## src/pkg/ymem_word_dma_pkg.sv

```systemverilog
// Constants, field positions and carrier types for the wide word DMA.
// Assumes one clock domain; byte wide register port at printed addresses.
package ymem_word_dma_pkg;

   // Register byte addresses
   localparam logic [21:0] ADDR_COM = 22'h3f_0130;
   localparam logic [21:0] ADDR_CFG = 22'h3f_0131;
   localparam logic [21:0] ADDR_IADR_HI = 22'h3f_0132;
   localparam logic [21:0] ADDR_IADR_LO = 22'h3f_0133;
   localparam logic [21:0] ADDR_EADR_RSV = 22'h3f_0134;
   localparam logic [21:0] ADDR_EADR_HI = 22'h3f_0135;
   localparam logic [21:0] ADDR_EADR_MID = 22'h3f_0136;
   localparam logic [21:0] ADDR_EADR_LO = 22'h3f_0137;
   localparam logic [21:0] ADDR_NUM_HI = 22'h3f_0138;
   localparam logic [21:0] ADDR_NUM_LO = 22'h3f_0139;
   localparam logic [21:0] ADDR_CNT_HI = 22'h3f_013a;
   localparam logic [21:0] ADDR_CNT_LO = 22'h3f_013b;
   localparam logic [21:0] ADDR_RSV_TAIL = 22'h3f_014c;

   // Field positions
   localparam int COM_BUSY_BIT = 0;
   localparam int COM_INC_BIT = 1;
   localparam int COM_CMD_LSB = 4;
   localparam int COM_BLK_BIT = 6;
   localparam int CFG_IRQ_EN_BIT = 0;
   localparam int CFG_DIR_BIT = 1;

   // Commands
   localparam logic [1:0] CMD_STOP = 2'h0;
   localparam logic [1:0] CMD_START = 2'h1;
   localparam logic [1:0] CMD_CONTINUE = 2'h2;

   // Widths
   localparam int IADR_W = 12;
   localparam int YADR_W = 13;
   localparam int EADR_W = 24;
   localparam int CNT_W = 13;
   localparam int XLEFT_W = 14;
   localparam int YDATA_W = 24;
   localparam int XDATA_W = 16;
   localparam int BUF_W = 48;
   localparam int FIFO_DEPTH = 16;

   // Values after reset
   localparam logic [1:0] CMD_RESET = 2'h0;
   localparam logic [1:0] CFG_RESET = 2'h0;
   localparam logic [IADR_W-1:0] IADR_RESET = 12'h000;
   localparam logic [EADR_W-1:0] EADR_RESET = 24'h00_0000;
   localparam logic [CNT_W-1:0] NUM_RESET = 13'h0000;
   localparam logic [CNT_W-1:0] CNT_RESET = 13'h0000;

   typedef enum logic {ST_IDLE, ST_BUSY} dma_state_t;

   typedef struct packed {
      logic req;
      logic we;
      logic [YADR_W-1:0] addr;
      logic [YDATA_W-1:0] wdata;
   } ymem_cmd_t;

   typedef struct packed {
      logic req;
      logic we;
      logic [EADR_W-1:0] addr;
      logic [XDATA_W-1:0] wdata;
   } ext_cmd_t;

endpackage

```

## src/core/ymem_dma_fifo.sv

```systemverilog
// Flip-flop FIFO with valid/ready on both sides and a synchronous clear.
// Assumes DEPTH is a power of two so the pointers wrap on their own.
`timescale 1ns/1ps
`default_nettype none
module ymem_dma_fifo #(
   parameter int WIDTH = 16,
   parameter int DEPTH = 16
) (
   input wire logic core_clk_i,
   input wire logic reset_i,
   input wire logic clear_i,
   input wire logic in_valid_i,
   output logic in_ready_o,
   input wire logic [WIDTH-1:0] in_data_i,
   output logic out_valid_o,
   input wire logic out_ready_i,
   output logic [WIDTH-1:0] out_data_o
);
   localparam int AW = $clog2(DEPTH);
   localparam logic [AW:0] CNT_FULL = (AW+1)'(DEPTH);

   logic [WIDTH-1:0] mem_q [DEPTH];
   logic [AW-1:0] wr_q, wr_d, rd_q, rd_d;
   logic [AW:0] cnt_q, cnt_d;
   logic push, pop;

   assign in_ready_o = cnt_q != CNT_FULL;
   assign out_valid_o = cnt_q != '0;
   assign push = in_valid_i && in_ready_o;
   assign pop = out_valid_o && out_ready_i;
   assign out_data_o = mem_q[rd_q];

   always_comb begin
      wr_d = push ? wr_q + 1'b1 : wr_q;
      rd_d = pop ? rd_q + 1'b1 : rd_q;
      cnt_d = cnt_q;
      if (push && !pop) begin
         cnt_d = cnt_q + 1'b1;
      end else if (pop && !push) begin
         cnt_d = cnt_q - 1'b1;
      end
      if (clear_i) begin
         wr_d = '0;
         rd_d = '0;
         cnt_d = '0;
      end
   end

   always_ff @(posedge core_clk_i or posedge reset_i) begin
      if (reset_i) begin
         wr_q <= '0;
         rd_q <= '0;
         cnt_q <= '0;
      end else begin
         wr_q <= wr_d;
         rd_q <= rd_d;
         cnt_q <= cnt_d;
      end
   end

   for (genvar i = 0; i < DEPTH; i++) begin : g_entry
      always_ff @(posedge core_clk_i) begin
         if (push && wr_q == AW'(i)) begin
            mem_q[i] <= in_data_i;
         end
      end
   end
endmodule
`default_nettype wire

```

## src/core/ymem_word_dma.sv

```systemverilog
// Wide word DMA between 24-bit internal memory and 16-bit external memory.
// Assumes a byte register port, an internal memory port that obeys this
// block at once, and an external unit that acks each request once.
`timescale 1ns/1ps
`default_nettype none
module ymem_word_dma
   import ymem_word_dma_pkg::*;
(
   input wire logic core_clk_i,
   input wire logic reset_i,
   input wire logic [21:0] reg_addr_i,
   input wire logic reg_wr_i,
   input wire logic reg_rd_i,
   input wire logic [7:0] reg_wdata_i,
   output logic [7:0] reg_rdata_o,
   output ymem_cmd_t ymem_o,
   input wire logic [YDATA_W-1:0] ymem_rdata_i,
   input wire logic core_ymem_req_i,
   input wire logic core_ymem_block_i,
   output logic core_stall_o,
   output ext_cmd_t ext_o,
   input wire logic ext_ack_i,
   input wire logic [XDATA_W-1:0] ext_rdata_i,
   output logic stop_irq_o
);

   dma_state_t state_q, state_d;
   logic [1:0] cmd_q, cmd_d;
   logic [1:0] cfg_q, cfg_d;
   logic [IADR_W-1:0] iadr_q, iadr_d;
   logic [EADR_W-1:0] eadr_q, eadr_d;
   logic [CNT_W-1:0] num_q, num_d;
   logic stop_pend_q, stop_pend_d;
   logic irq_q, irq_d;
   logic [7:0] rdata_q, rdata_d;

   logic [CNT_W-1:0] cnt_q, cnt_d;
   logic [XLEFT_W-1:0] xleft_q, xleft_d;
   logic [YADR_W-1:0] yadr_q, yadr_d;
   logic [EADR_W-1:0] egen_q, egen_d;
   logic [BUF_W-1:0] buf_q, buf_d;
   logic [1:0] hw_q, hw_d;
   logic ysel_q, ysel_d;
   logic [1:0] rdn_q, rdn_d;
   logic cap_q, cap_d;
   logic caplo_q, caplo_d;
   ymem_cmd_t ycmd_q, ycmd_d;
   ext_cmd_t ecmd_q, ecmd_d;

   logic cmd_wr, start, run, dir, quiet, work_done, incomplete;
   logic f_in_valid, f_in_ready, f_out_valid, f_out_ready;
   logic [XDATA_W-1:0] f_in_data, f_out_data;

   assign cmd_wr = reg_wr_i && reg_addr_i == ADDR_COM;
   assign run = state_q == ST_BUSY && !stop_pend_q;
   assign dir = cfg_q[CFG_DIR_BIT];
   assign quiet = !ycmd_q.req && !cap_q && !ecmd_q.req;
   assign work_done = cnt_q == '0 && xleft_q == '0;
   assign incomplete = !work_done;
   assign start = state_q == ST_IDLE && cmd_wr &&
                  reg_wdata_i[COM_CMD_LSB+:2] == CMD_START;

   assign reg_rdata_o = rdata_q;
   assign ymem_o = ycmd_q;
   assign ext_o = ecmd_q;
   assign stop_irq_o = irq_q;
   assign core_stall_o = state_q == ST_BUSY && core_ymem_req_i &&
                         core_ymem_block_i == yadr_q[YADR_W-1];

   // Registers and control state
   always_comb begin
      state_d = state_q;
      cmd_d = cmd_q;
      cfg_d = cfg_q;
      iadr_d = iadr_q;
      eadr_d = eadr_q;
      num_d = num_q;
      stop_pend_d = stop_pend_q;
      irq_d = 1'b0;
      rdata_d = rdata_q;
      if (reg_wr_i) begin
         case (reg_addr_i)
            ADDR_COM: cmd_d = reg_wdata_i[COM_CMD_LSB+:2];
            ADDR_CFG: cfg_d = reg_wdata_i[1:0];
            ADDR_IADR_HI: iadr_d[11:8] = reg_wdata_i[3:0];
            ADDR_IADR_LO: iadr_d[7:0] = reg_wdata_i;
            ADDR_EADR_HI: eadr_d[23:16] = reg_wdata_i;
            ADDR_EADR_MID: eadr_d[15:8] = reg_wdata_i;
            ADDR_EADR_LO: eadr_d[7:0] = reg_wdata_i;
            ADDR_NUM_HI: num_d[12:8] = reg_wdata_i[4:0];
            ADDR_NUM_LO: num_d[7:0] = {reg_wdata_i[7:1], 1'b0};
            default: ;
         endcase
      end
      case (state_q)
         ST_IDLE: begin
            if (cmd_wr && (reg_wdata_i[COM_CMD_LSB+:2] == CMD_START ||
                reg_wdata_i[COM_CMD_LSB+:2] == CMD_CONTINUE)) begin
               state_d = ST_BUSY;
               stop_pend_d = 1'b0;
            end
         end
         ST_BUSY: begin
            // Stop waits for in-flight accesses to land
            if (cmd_wr && reg_wdata_i[COM_CMD_LSB+:2] == CMD_STOP) begin
               stop_pend_d = 1'b1;
            end
            if (quiet && (stop_pend_q || work_done)) begin
               state_d = ST_IDLE;
               stop_pend_d = 1'b0;
               irq_d = cfg_q[CFG_IRQ_EN_BIT];
            end
         end
         default: state_d = ST_IDLE;
      endcase
      if (reg_rd_i) begin
         case (reg_addr_i)
            ADDR_COM: rdata_d = {1'b0, yadr_q[YADR_W-1], cmd_q, 2'b00,
                                 incomplete, state_q == ST_BUSY};
            ADDR_CFG: rdata_d = {6'h00, cfg_q};
            ADDR_IADR_HI: rdata_d = {4'h0, iadr_q[11:8]};
            ADDR_IADR_LO: rdata_d = iadr_q[7:0];
            ADDR_EADR_HI: rdata_d = eadr_q[23:16];
            ADDR_EADR_MID: rdata_d = eadr_q[15:8];
            ADDR_EADR_LO: rdata_d = eadr_q[7:0];
            ADDR_NUM_HI: rdata_d = {3'b000, num_q[12:8]};
            ADDR_NUM_LO: rdata_d = num_q[7:0];
            // words left, bit 0 reads zero
            ADDR_CNT_HI: rdata_d = {3'b000, cnt_q[12:8]};
            ADDR_CNT_LO: rdata_d = {cnt_q[7:1], 1'b0};
            default: rdata_d = 8'h00;
         endcase
      end
   end

   always_ff @(posedge core_clk_i or posedge reset_i) begin
      if (reset_i) begin
         state_q <= ST_IDLE;
         cmd_q <= CMD_RESET;
         cfg_q <= CFG_RESET;
         iadr_q <= IADR_RESET;
         eadr_q <= EADR_RESET;
         num_q <= NUM_RESET;
         stop_pend_q <= 1'b0;
         irq_q <= 1'b0;
         rdata_q <= 8'h00;
      end else begin
         state_q <= state_d;
         cmd_q <= cmd_d;
         cfg_q <= cfg_d;
         iadr_q <= iadr_d;
         eadr_q <= eadr_d;
         num_q <= num_d;
         stop_pend_q <= stop_pend_d;
         irq_q <= irq_d;
         rdata_q <= rdata_d;
      end
   end

   // Datapath: counters, packing buffer, both memory sides
   always_comb begin
      cnt_d = cnt_q;
      xleft_d = xleft_q;
      yadr_d = yadr_q;
      egen_d = egen_q;
      buf_d = buf_q;
      hw_d = hw_q;
      ysel_d = ysel_q;
      rdn_d = rdn_q;
      cap_d = 1'b0;
      caplo_d = caplo_q;
      ycmd_d = ycmd_q;
      ycmd_d.req = 1'b0;
      ecmd_d = ecmd_q;
      f_out_ready = 1'b0;
      f_in_valid = 1'b0;
      f_in_data = ext_rdata_i;
      if (!dir) begin
         if (run && hw_q == 2'd3 && !ycmd_q.req) begin
            ycmd_d.req = 1'b1;
            ycmd_d.we = 1'b1;
            ycmd_d.addr = yadr_q;
            ycmd_d.wdata = ysel_q ? buf_q[23:0] : buf_q[47:24];
            yadr_d = yadr_q + 1'b1;
            cnt_d = cnt_q - 1'b1;
            ysel_d = !ysel_q;
            if (ysel_q) begin
               hw_d = 2'd0;
            end
         end else if (run && hw_q != 2'd3 && f_out_valid) begin
            f_out_ready = 1'b1;
            buf_d = {buf_q[31:0], f_out_data};
            hw_d = hw_q + 1'b1;
         end
      end else begin
         // Read data arrives in the same cycle as the request on ymem_o
         if (cap_q) begin
            if (caplo_q) begin
               buf_d[23:0] = ymem_rdata_i;
               hw_d = 2'd3;
               rdn_d = 2'd0;
            end else begin
               buf_d[47:24] = ymem_rdata_i;
            end
         end
         if (run && hw_q == 2'd0 && rdn_q != 2'd2 && cnt_q != '0) begin
            ycmd_d.req = 1'b1;
            ycmd_d.we = 1'b0;
            ycmd_d.addr = yadr_q;
            cap_d = 1'b1;
            caplo_d = rdn_q == 2'd1;
            rdn_d = rdn_q + 1'b1;
            yadr_d = yadr_q + 1'b1;
            cnt_d = cnt_q - 1'b1;
         end
         f_in_data = buf_q[47:32];
         f_in_valid = hw_q != 2'd0;
         if (f_in_valid && f_in_ready) begin
            buf_d = {buf_q[31:0], 16'h0000};
            hw_d = hw_q - 1'b1;
         end
      end
      // External side, one request outstanding
      if (!ecmd_q.req) begin
         if (run && xleft_q != '0 && !dir && f_in_ready) begin
            ecmd_d.req = 1'b1;
            ecmd_d.we = 1'b0;
            ecmd_d.addr = egen_q;
         end else if (run && xleft_q != '0 && dir && f_out_valid) begin
            f_out_ready = 1'b1;
            ecmd_d.req = 1'b1;
            ecmd_d.we = 1'b1;
            ecmd_d.addr = egen_q;
            ecmd_d.wdata = f_out_data;
         end
      end else if (ext_ack_i) begin
         ecmd_d.req = 1'b0;
         xleft_d = xleft_q - 1'b1;
         egen_d = egen_q + 1'b1;
         // Only reads push here; a write ack must not cancel an unpack push
         if (!dir) begin
            f_in_valid = 1'b1;
         end
      end
      // start loads counters and address generators
      if (start) begin
         cnt_d = num_q;
         xleft_d = XLEFT_W'(num_q[12:1]) * 14'h0003;
         yadr_d = {1'b0, iadr_q};
         egen_d = eadr_q;
         hw_d = 2'd0;
         ysel_d = 1'b0;
         rdn_d = 2'd0;
      end
   end

   always_ff @(posedge core_clk_i or posedge reset_i) begin
      if (reset_i) begin
         cnt_q <= CNT_RESET;
         xleft_q <= '0;
         yadr_q <= '0;
         egen_q <= EADR_RESET;
         buf_q <= '0;
         hw_q <= 2'd0;
         ysel_q <= 1'b0;
         rdn_q <= 2'd0;
         cap_q <= 1'b0;
         caplo_q <= 1'b0;
         ycmd_q <= '0;
         ecmd_q <= '0;
      end else begin
         cnt_q <= cnt_d;
         xleft_q <= xleft_d;
         yadr_q <= yadr_d;
         egen_q <= egen_d;
         buf_q <= buf_d;
         hw_q <= hw_d;
         ysel_q <= ysel_d;
         rdn_q <= rdn_d;
         cap_q <= cap_d;
         caplo_q <= caplo_d;
         ycmd_q <= ycmd_d;
         ecmd_q <= ecmd_d;
      end
   end

   // Halfword FIFO in the data path, flushed on start
   ymem_dma_fifo #(
      .WIDTH(XDATA_W),
      .DEPTH(FIFO_DEPTH)
   ) u_fifo (
      .core_clk_i(core_clk_i),
      .reset_i(reset_i),
      .clear_i(start),
      .in_valid_i(f_in_valid),
      .in_ready_o(f_in_ready),
      .in_data_i(f_in_data),
      .out_valid_o(f_out_valid),
      .out_ready_i(f_out_ready),
      .out_data_o(f_out_data)
   );
endmodule
`default_nettype wire

```

## config.mk

```make
export PLATFORM = sky130hd
export DESIGN_NAME = ymem_word_dma
export DESIGN_NICKNAME = d
export VERILOG_FILES = /design/src/pkg/ymem_word_dma_pkg.sv /design/src/core/ymem_dma_fifo.sv /design/src/core/ymem_word_dma.sv
export SDC_FILE = /design/constraint.sdc
export NUM_CORES = 1
export LEC_CHECK = 0
export ABC_AREA = 1
export BUFFER_PORTS_ARGS = -buffer_cell sky130_fd_sc_hd__buf_4
export CAP_MARGIN = 20
export CORE_AREA = 10 10 206 208
export CTS_BUF_LIST = sky130_fd_sc_hd__clkbuf_8
export CTS_CLUSTER_DIAMETER = 120
export DETAILED_ROUTE_END_ITERATION = 10
export DIE_AREA = 0 0 216 218
export PLACE_DENSITY = 0.85
export SLEW_MARGIN = 20
export SYNTH_ARGS = -nofsm -noshare
export SYNTH_HDL_FRONTEND = slang
export SYNTH_SLANG_ARGS = --single-unit
```

## constraint.sdc

```tcl
create_clock -name core_clk_i -period 15.3 [get_ports core_clk_i]
set_input_delay 3.06 -clock core_clk_i [delete_from_list [all_inputs] [get_ports core_clk_i]]
set_output_delay 3.06 -clock core_clk_i [all_outputs]
set_load 0.1 [all_outputs]
```

==> results of run 1 <==
==> worst max path at each step <==
stage                      startpoint           end  depth (start not counted)
CTS                 core_ymem_block_i  core_stall_o                          4
detailed placement  core_ymem_block_i  core_stall_o                          4
global route        core_ymem_block_i  core_stall_o                          4
floorplan                     reset_i      buf_q[0]                          1
finish              core_ymem_block_i  core_stall_o                          4
global placement    core_ymem_block_i  core_stall_o                          4
==> power by group <==
group	internal, mW	switching, mW	leakage [nW]
Sequential	1.51	0.0101	5.80
Clock	0.594	0.558	0.916
Combinational	0.0359	0.0691	6.05
Total	2.14	0.637	12.8
==> per-layer routing <==
| layer | track usage [%] | wire length (um) | up-vias |
|---|---|---|---|
| li1 | - | - | 9649 |
| met1 | 41.2 | 29100 | 10100 |
| met2 | 45.1 | 32000 | 1378 |
| met3 | 6.20 | 8360 | 170 |
| met4 | 10.2 | 2030 | 0 |
| met5 | 0 | 0 | - |
==> synthesized netlist by cell type, types with 6 or more instances <==
cell and instances:
nor3_1 24, nor2_1 280, nand2_2 7, o211ai_1 49
nand4_1 56, ha_1 31, inv_1 215, inv_2 7
nor2_2 9, xor2_1 25, xnor2_1 12, nand3_1 186
a211oi_1 18, o21ai_0 253, dfrtp_1 276, nand2_1 749
clkbuf_1 52, a31oi_1 43, buf_6 6, o21ai_1 22
buf_2 52, clkinv_1 6, edfxtp_1 256, buf_4 8
a21oi_1 69
==> cell families (layout without fill, tap and decap cells) <==
group / Yosys count / in the layout / synth area share [%]
buffers and inverters: 350 / 591 / 5.80
adder cells (fa/ha/maj): 33 / 33 / 1.71
XOR/XNOR: 37 / 37 / 1.29
flip-flops: 532 / 532 / 58.2
multiplexers: 1 / 1 / 0.0449
AND/OR/NAND/NOR: 1338 / 1338 / 22.4
AO/OA/AOI/OAI: 473 / 473 / 10.5
==> registers in the layout (all words and copies together), names as in the netlist, 2 cells and up <==
name / count
hw_q: 2
buf_q: 48
yadr_q: 13
u_fifo.cnt_q: 5
eadr_q: 24
u_fifo.wr_q: 4
iadr_q: 12
rdn_q: 2
ext_o: 42
reg_rdata_o: 8
xleft_q: 14
u_fifo.rd_q: 4
egen_q: 24
ymem_o: 39
cnt_q: 13
num_q: 12
u_fifo.mem_q: 256
cfg_q: 2
cmd_q: 2
==> final cells by class <==
type | count | area, um^2
sequential | 532 | 14600
fill | 2640 | 9900
multi-input combinational | 1882 | 9040
timing repair buffer | 213 | 1640
clock buffer | 93 | 1280
inverter | 228 | 865
tap | 518 | 648
clock inverter | 57 | 318
==> per-stage QoR <==
step | utilization, % | worst slack, ns | std cells
after floorplan | - | 4.63 | 2764
after global placement | 69.8 | 8.44 | 3371
after detailed placement | 69.8 | 8.49 | 3371
after CTS | 74.0 | 8.49 | 3521
after global routing | 74.2 | 8.47 | 3523
final | 74.2 | 8.51 | 3523
==> results.sh, run 1 <==
export IMPL_rows=72
export IMPL_postCtsHoldBufs=0
export IMPL_synthCells=2764
export IMPL_io_pins=168
export IMPL_rrSetupSlack_ns=11.25
export IMPL_reg2reg_depth=10
export IMPL_cts_buffer_depth=3
export IMPL_grt_overflow=0
export IMPL_required_ns=12.24
export IMPL_layout_common_cells="749 x nand2_1, 280 x nor2_1, 275 x dfrtp_1, 256 x edfxtp_1, 253 x o21ai_0"
export IMPL_dieArea_mm2=0.0471
export IMPL_post_cts_buffers=0
export IMPL_async_flop_share_pct=51.9
export IMPL_die_h_um=218
export IMPL_grt_pass1_wl_um=110000
export IMPL_yosys_warnings=0
export IMPL_fin_hold_ws_ns=0.465
export IMPL_vdd_ir_drop_max_v=0.0000651
export IMPL_status="finished, final reports clean"
export IMPL_slew_headroom_pct=29.7
export IMPL_finClkSkew_ns=0.0400
export IMPL_htree_levels=3
export IMPL_synth_cell_area_mm2=0.0251
export IMPL_power_density_mw_per_mm2=97.9
export IMPL_syn_num_nets=2874
export IMPL_timing_critical_path_mode_cell="buf_4"
export IMPL_core_mm2=0.0383
export IMPL_critPathKind="input pin to primary output"
export IMPL_crit_path_max_incr_delay_ns=0.33
export IMPL_hold_violations=0
export IMPL_antenna_found_initial=0
export IMPL_syn_area_per_cell_um2=9.07
export IMPL_synth_seq_area_share_pct=58.2
export IMPL_reg2reg_to="buf_q[6]"
export IMPL_layout_drive_gt1_share_pct=12.1
export IMPL_drt_first_iter_violations=2764
export IMPL_gp_congestion=0.920
export IMPL_grt_setup_unrepaired="no"
export IMPL_grt_util_all_layers_pct=29.4
export IMPL_total_power_mw=2.78
export IMPL_crit_path_end_kind="primary output"
export IMPL_synth_top_area_share_pct=30.7
export IMPL_cts_sinks=532
export IMPL_drv_cap=0
export IMPL_vias=21300
export IMPL_maxSlewViolCount=0
export IMPL_grt_max_degree=119
export IMPL_synth_top_area_cell="edfxtp_1"
export IMPL_fin_area_mm2=0.0284
export IMPL_dp_hpwl_um=47400
export IMPL_hold_path_end="cnt_q[0]"
export IMPL_area_growth_syn_to_layout_pct=13.2
export IMPL_synth_distinct_cells=48
export IMPL_cts_tree="done"
export IMPL_root_buffer="clkbuf_8"
export IMPL_rr_startpoint="u_fifo.rd_q[0]"
export IMPL_place_area_mm2=0.0267
export IMPL_period_share_pct=44.4
export IMPL_final_common_cell="nand2_1"
export IMPL_fin_nets=3049
export IMPL_wl_per_cell_um=20.3
export IMPL_wirelength_um=71500
export IMPL_fin_crit_ns=6.79
export IMPL_path_buf_inv=2
export IMPL_initial_utilization_pct=65.5
export IMPL_holdPathStages=1
export IMPL_synth_edf_count=256
export IMPL_firstDrtPassIters=7
export IMPL_crit_fanout=2
export IMPL_hp_start="cnt_q[0]"
export IMPL_crit_chain="buf_4, o21ai_0, a211oi_1, buf_4"
export IMPL_die_w_um=216
export IMPL_tightest_slew_ns=1.05
export IMPL_n_antenna_cell=0
export IMPL_cpLargestDelayFamily="buffers and inverters"
export IMPL_yosys_register_bits=532
export IMPL_crit_slowest_cell="buf_4"
export IMPL_leakage_nw=12.8
export IMPL_grt_pass1_vias=20200
export IMPL_drtAntennaViolNets=0
export IMPL_drc=0
export IMPL_hp_class="flop to flop"
export IMPL_yosys_top_cells_area="edfxtp_1 31%, dfrtp_1 28%, nand2_1 11%"
export IMPL_cts_repair_resized=0
export IMPL_clock_fmax_mhz=147
export IMPL_cts_buffers=82
export IMPL_portBuffers=167
export IMPL_worstSkewPairLatency_ns=0.66
export IMPL_tns_ns=0
export IMPL_vias_per_cell=6.05
export IMPL_cp_data_arrival_time_ns=3.73
export IMPL_setup_worst_path_start_class="input pin"
export IMPL_setup_viol=0
export IMPL_clk_pin_slew_ns=0.06
export IMPL_ys_flop_type="dfrtp_1"
(Power assumes the default switching activity.)
==> run 2: changes to the inputs <==
--- a/config.mk
+++ b/config.mk
@@ -8,12 +8,12 @@
 export ABC_AREA = 1
 export BUFFER_PORTS_ARGS = -buffer_cell sky130_fd_sc_hd__buf_4
 export CAP_MARGIN = 20
-export CORE_AREA = 10 10 206 208
+export CORE_AREA = 10 10 221 223
 export CTS_BUF_LIST = sky130_fd_sc_hd__clkbuf_8
 export CTS_CLUSTER_DIAMETER = 120
 export DETAILED_ROUTE_END_ITERATION = 10
-export DIE_AREA = 0 0 216 218
-export PLACE_DENSITY = 0.85
+export DIE_AREA = 0 0 231 233
+export PLACE_DENSITY = 0.78
 export SLEW_MARGIN = 20
 export SYNTH_ARGS = -nofsm -noshare
 export SYNTH_HDL_FRONTEND = slang
==> constraint.sdc (replaced) <==
create_clock -name core_clk_i -period 5.7 [get_ports core_clk_i]
set_input_delay 1.14 -clock core_clk_i [delete_from_list [all_inputs] [get_ports core_clk_i]]
set_output_delay 1.14 -clock core_clk_i [all_outputs]
set_load 0.1 [all_outputs]
==> run 2 against run 1 <==
Compared with the run above: critical path depth shrank 1; first-iteration DRC count fell by 13%; largest cell class unchanged; sequential power rose to 2.7 times the previous value; hold slack better by 0.0016 ns; sequential share of layout area fell by 0.38 points; via count shrank 2.2%; worst setup slack worse by 6.3 ns; power grew to 2.7 times the previous value; routed wire length is essentially flat.
==> results.sh, run 2 (synthesized netlist as in run 1, its figures left out) <==
export IMPL_clk_pin_slew_ns=0.06
export IMPL_vias=20800
export IMPL_post_cts_buffers=0
export IMPL_fin_ws_ns=2.25
export IMPL_n_fill_cell=3582
export IMPL_grt_overflow=0
export IMPL_die_h_um=233
export IMPL_period_share_pct=60.5
export IMPL_wl_per_cell_um=19.8
export IMPL_hold_violations=0
export IMPL_reg2reg_to="buf_q[13]"
export IMPL_finClkSkew_ns=0.0461
export IMPL_crit_fanout=8
export IMPL_place_area_mm2=0.0269
export IMPL_hold_path_end="cnt_q[0]"
export IMPL_status="finished, final reports clean"
export IMPL_cts_buffer_depth=3
export IMPL_cts_tree="done"
export IMPL_rows=77
export IMPL_slew_headroom_pct=27.4
export IMPL_reg2reg_depth=10
export IMPL_leakage_nw=12.8
export IMPL_gp_congestion=0.918
export IMPL_cp_data_arrival_time_ns=2.31
export IMPL_layout_drive_gt1_share_pct=12.6
export IMPL_dieArea_mm2=0.0538
export IMPL_vdd_ir_drop_max_v=0.000167
export IMPL_grt_util_all_layers_pct=26.2
export IMPL_portBuffers=167
export IMPL_power_density_mw_per_mm2=264
export IMPL_worstSkewPairLatency_ns=0.68
export IMPL_largest_reg_flops=256
export IMPL_area_growth_syn_to_layout_pct=14.1
export IMPL_final_common_cell="nand2_1"
export IMPL_final_util_pct=64.8
export IMPL_drc=0
export IMPL_root_buffer="clkbuf_8"
export IMPL_rr_startpoint="u_fifo.rd_q[2]"
export IMPL_total_power_mw=7.56
export IMPL_maxSlewViolCount=0
export IMPL_critPathKind="flop to primary output"
export IMPL_grt_pass1_vias=20000
export IMPL_postCtsHoldBufs=0
export IMPL_cts_repair_resized=0
export IMPL_n_antenna_cell=0
export IMPL_vias_per_cell=5.78
export IMPL_cts_buffers=86
export IMPL_fin_hold_ws_ns=0.466
export IMPL_place_inst=3449
export IMPL_firstDrtPassIters=6
export IMPL_largest_register="u_fifo.mem_q"
export IMPL_grt_pass1_wl_um=112000
export IMPL_cts_sinks=532
export IMPL_holdPathStages=1
export IMPL_wirelength_um=71500
export IMPL_setup_viol=0
export IMPL_fin_nets=3057
export IMPL_layoutNonFillerInstCount=3604
export IMPL_drv_cap=0
export IMPL_crit_path_end_kind="primary output"
export IMPL_hp_start="cnt_q[0]"
export IMPL_fin_crit_ns=3.45
export IMPL_tns_ns=0
export IMPL_core_mm2=0.0441
export IMPL_dp_hpwl_um=48400
export IMPL_initial_utilization_pct=56.8
export IMPL_pre_cts_slack_ns=2.16
export IMPL_htree_levels=3
export IMPL_required_ns=4.56
export IMPL_setup_worst_path_start_class="flop"
export IMPL_rrSetupSlack_ns=2.29
export IMPL_clock_fmax_mhz=290
export IMPL_io_pins=168
export IMPL_antenna_found_initial=2
export IMPL_fin_area_mm2=0.0286
export IMPL_hp_class="flop to flop"
export IMPL_grt_max_degree=172
export IMPL_drt_first_iter_violations=2407
export IMPL_grt_setup_unrepaired="no"
export IMPL_die_w_um=231
export IMPL_drtAntennaViolNets=0
export IMPL_tightest_slew_ns=1.09
export IMPL_layout_common_cells="749 x nand2_1, 279 x nor2_1, 275 x dfrtp_1, 256 x edfxtp_1, 253 x o21ai_0"
[run 2: cell count changes in the layout (fill, tap and decap cells not counted), sizes merged]
cell / delta
inv: -10
bufinv: -2
clkinv: +3
clkbuf: +12
buf: +4
[run 2: area by class of cell]
type	instances	area [um^2]	share of cell area, %
Tap cell	592	741	2.59
Timing Repair Buffer	217	1680	5.88
Clock inverter	48	228	0.796
Multi-Input combinational cell	1882	9040	31.6
Sequential cell	532	14600	51.0
Inverter	228	861	3.01
Clock buffer	105	1450	5.05
[run 2: worst max path at each step]
stage	start	end	slack (ns)	cells past startpoint
2_1_floorplan	reset_i	buf_q[0]	0.91	1
6_report	state_q	core_stall_o	2.25	3
5_1_grt	u_fifo.rd_q[2]	buf_q[13]	2.11	10
3_5_place_dp	ext_ack_i	u_fifo.mem_q[2][5]	2.16	8
4_1_cts	state_q	core_stall_o	2.22	3
3_3_place_gp	reg_wdata_i[5]	cnt_q[1]	2.19	12
[run 2: critical path, cell delays in order (launching register included)]
cell and delay, ns:
dfrtp_1 0.51, clkinv_1 0.40, a211oi_1 0.38, buf_4 0.35
[run 2: where the power goes]
| part | leakage, nW | switching [mW] | internal (mW) |
|---|---|---|---|
| combinational | 6.06 | 0.184 | 0.0957 |
| sequential | 5.80 | 0.0261 | 4.06 |
| clock | 0.941 | 1.53 | 1.67 |
[run 2: metal layers]
metal  routed length (um)  GRT usage (%)  vias up
li1                     -              -     9656
met1                29500           35.6     9929
met2                32400           40.6     1084
met3                 7060           4.88      163
met4                 2630           11.5        2
met5                    9              0        -
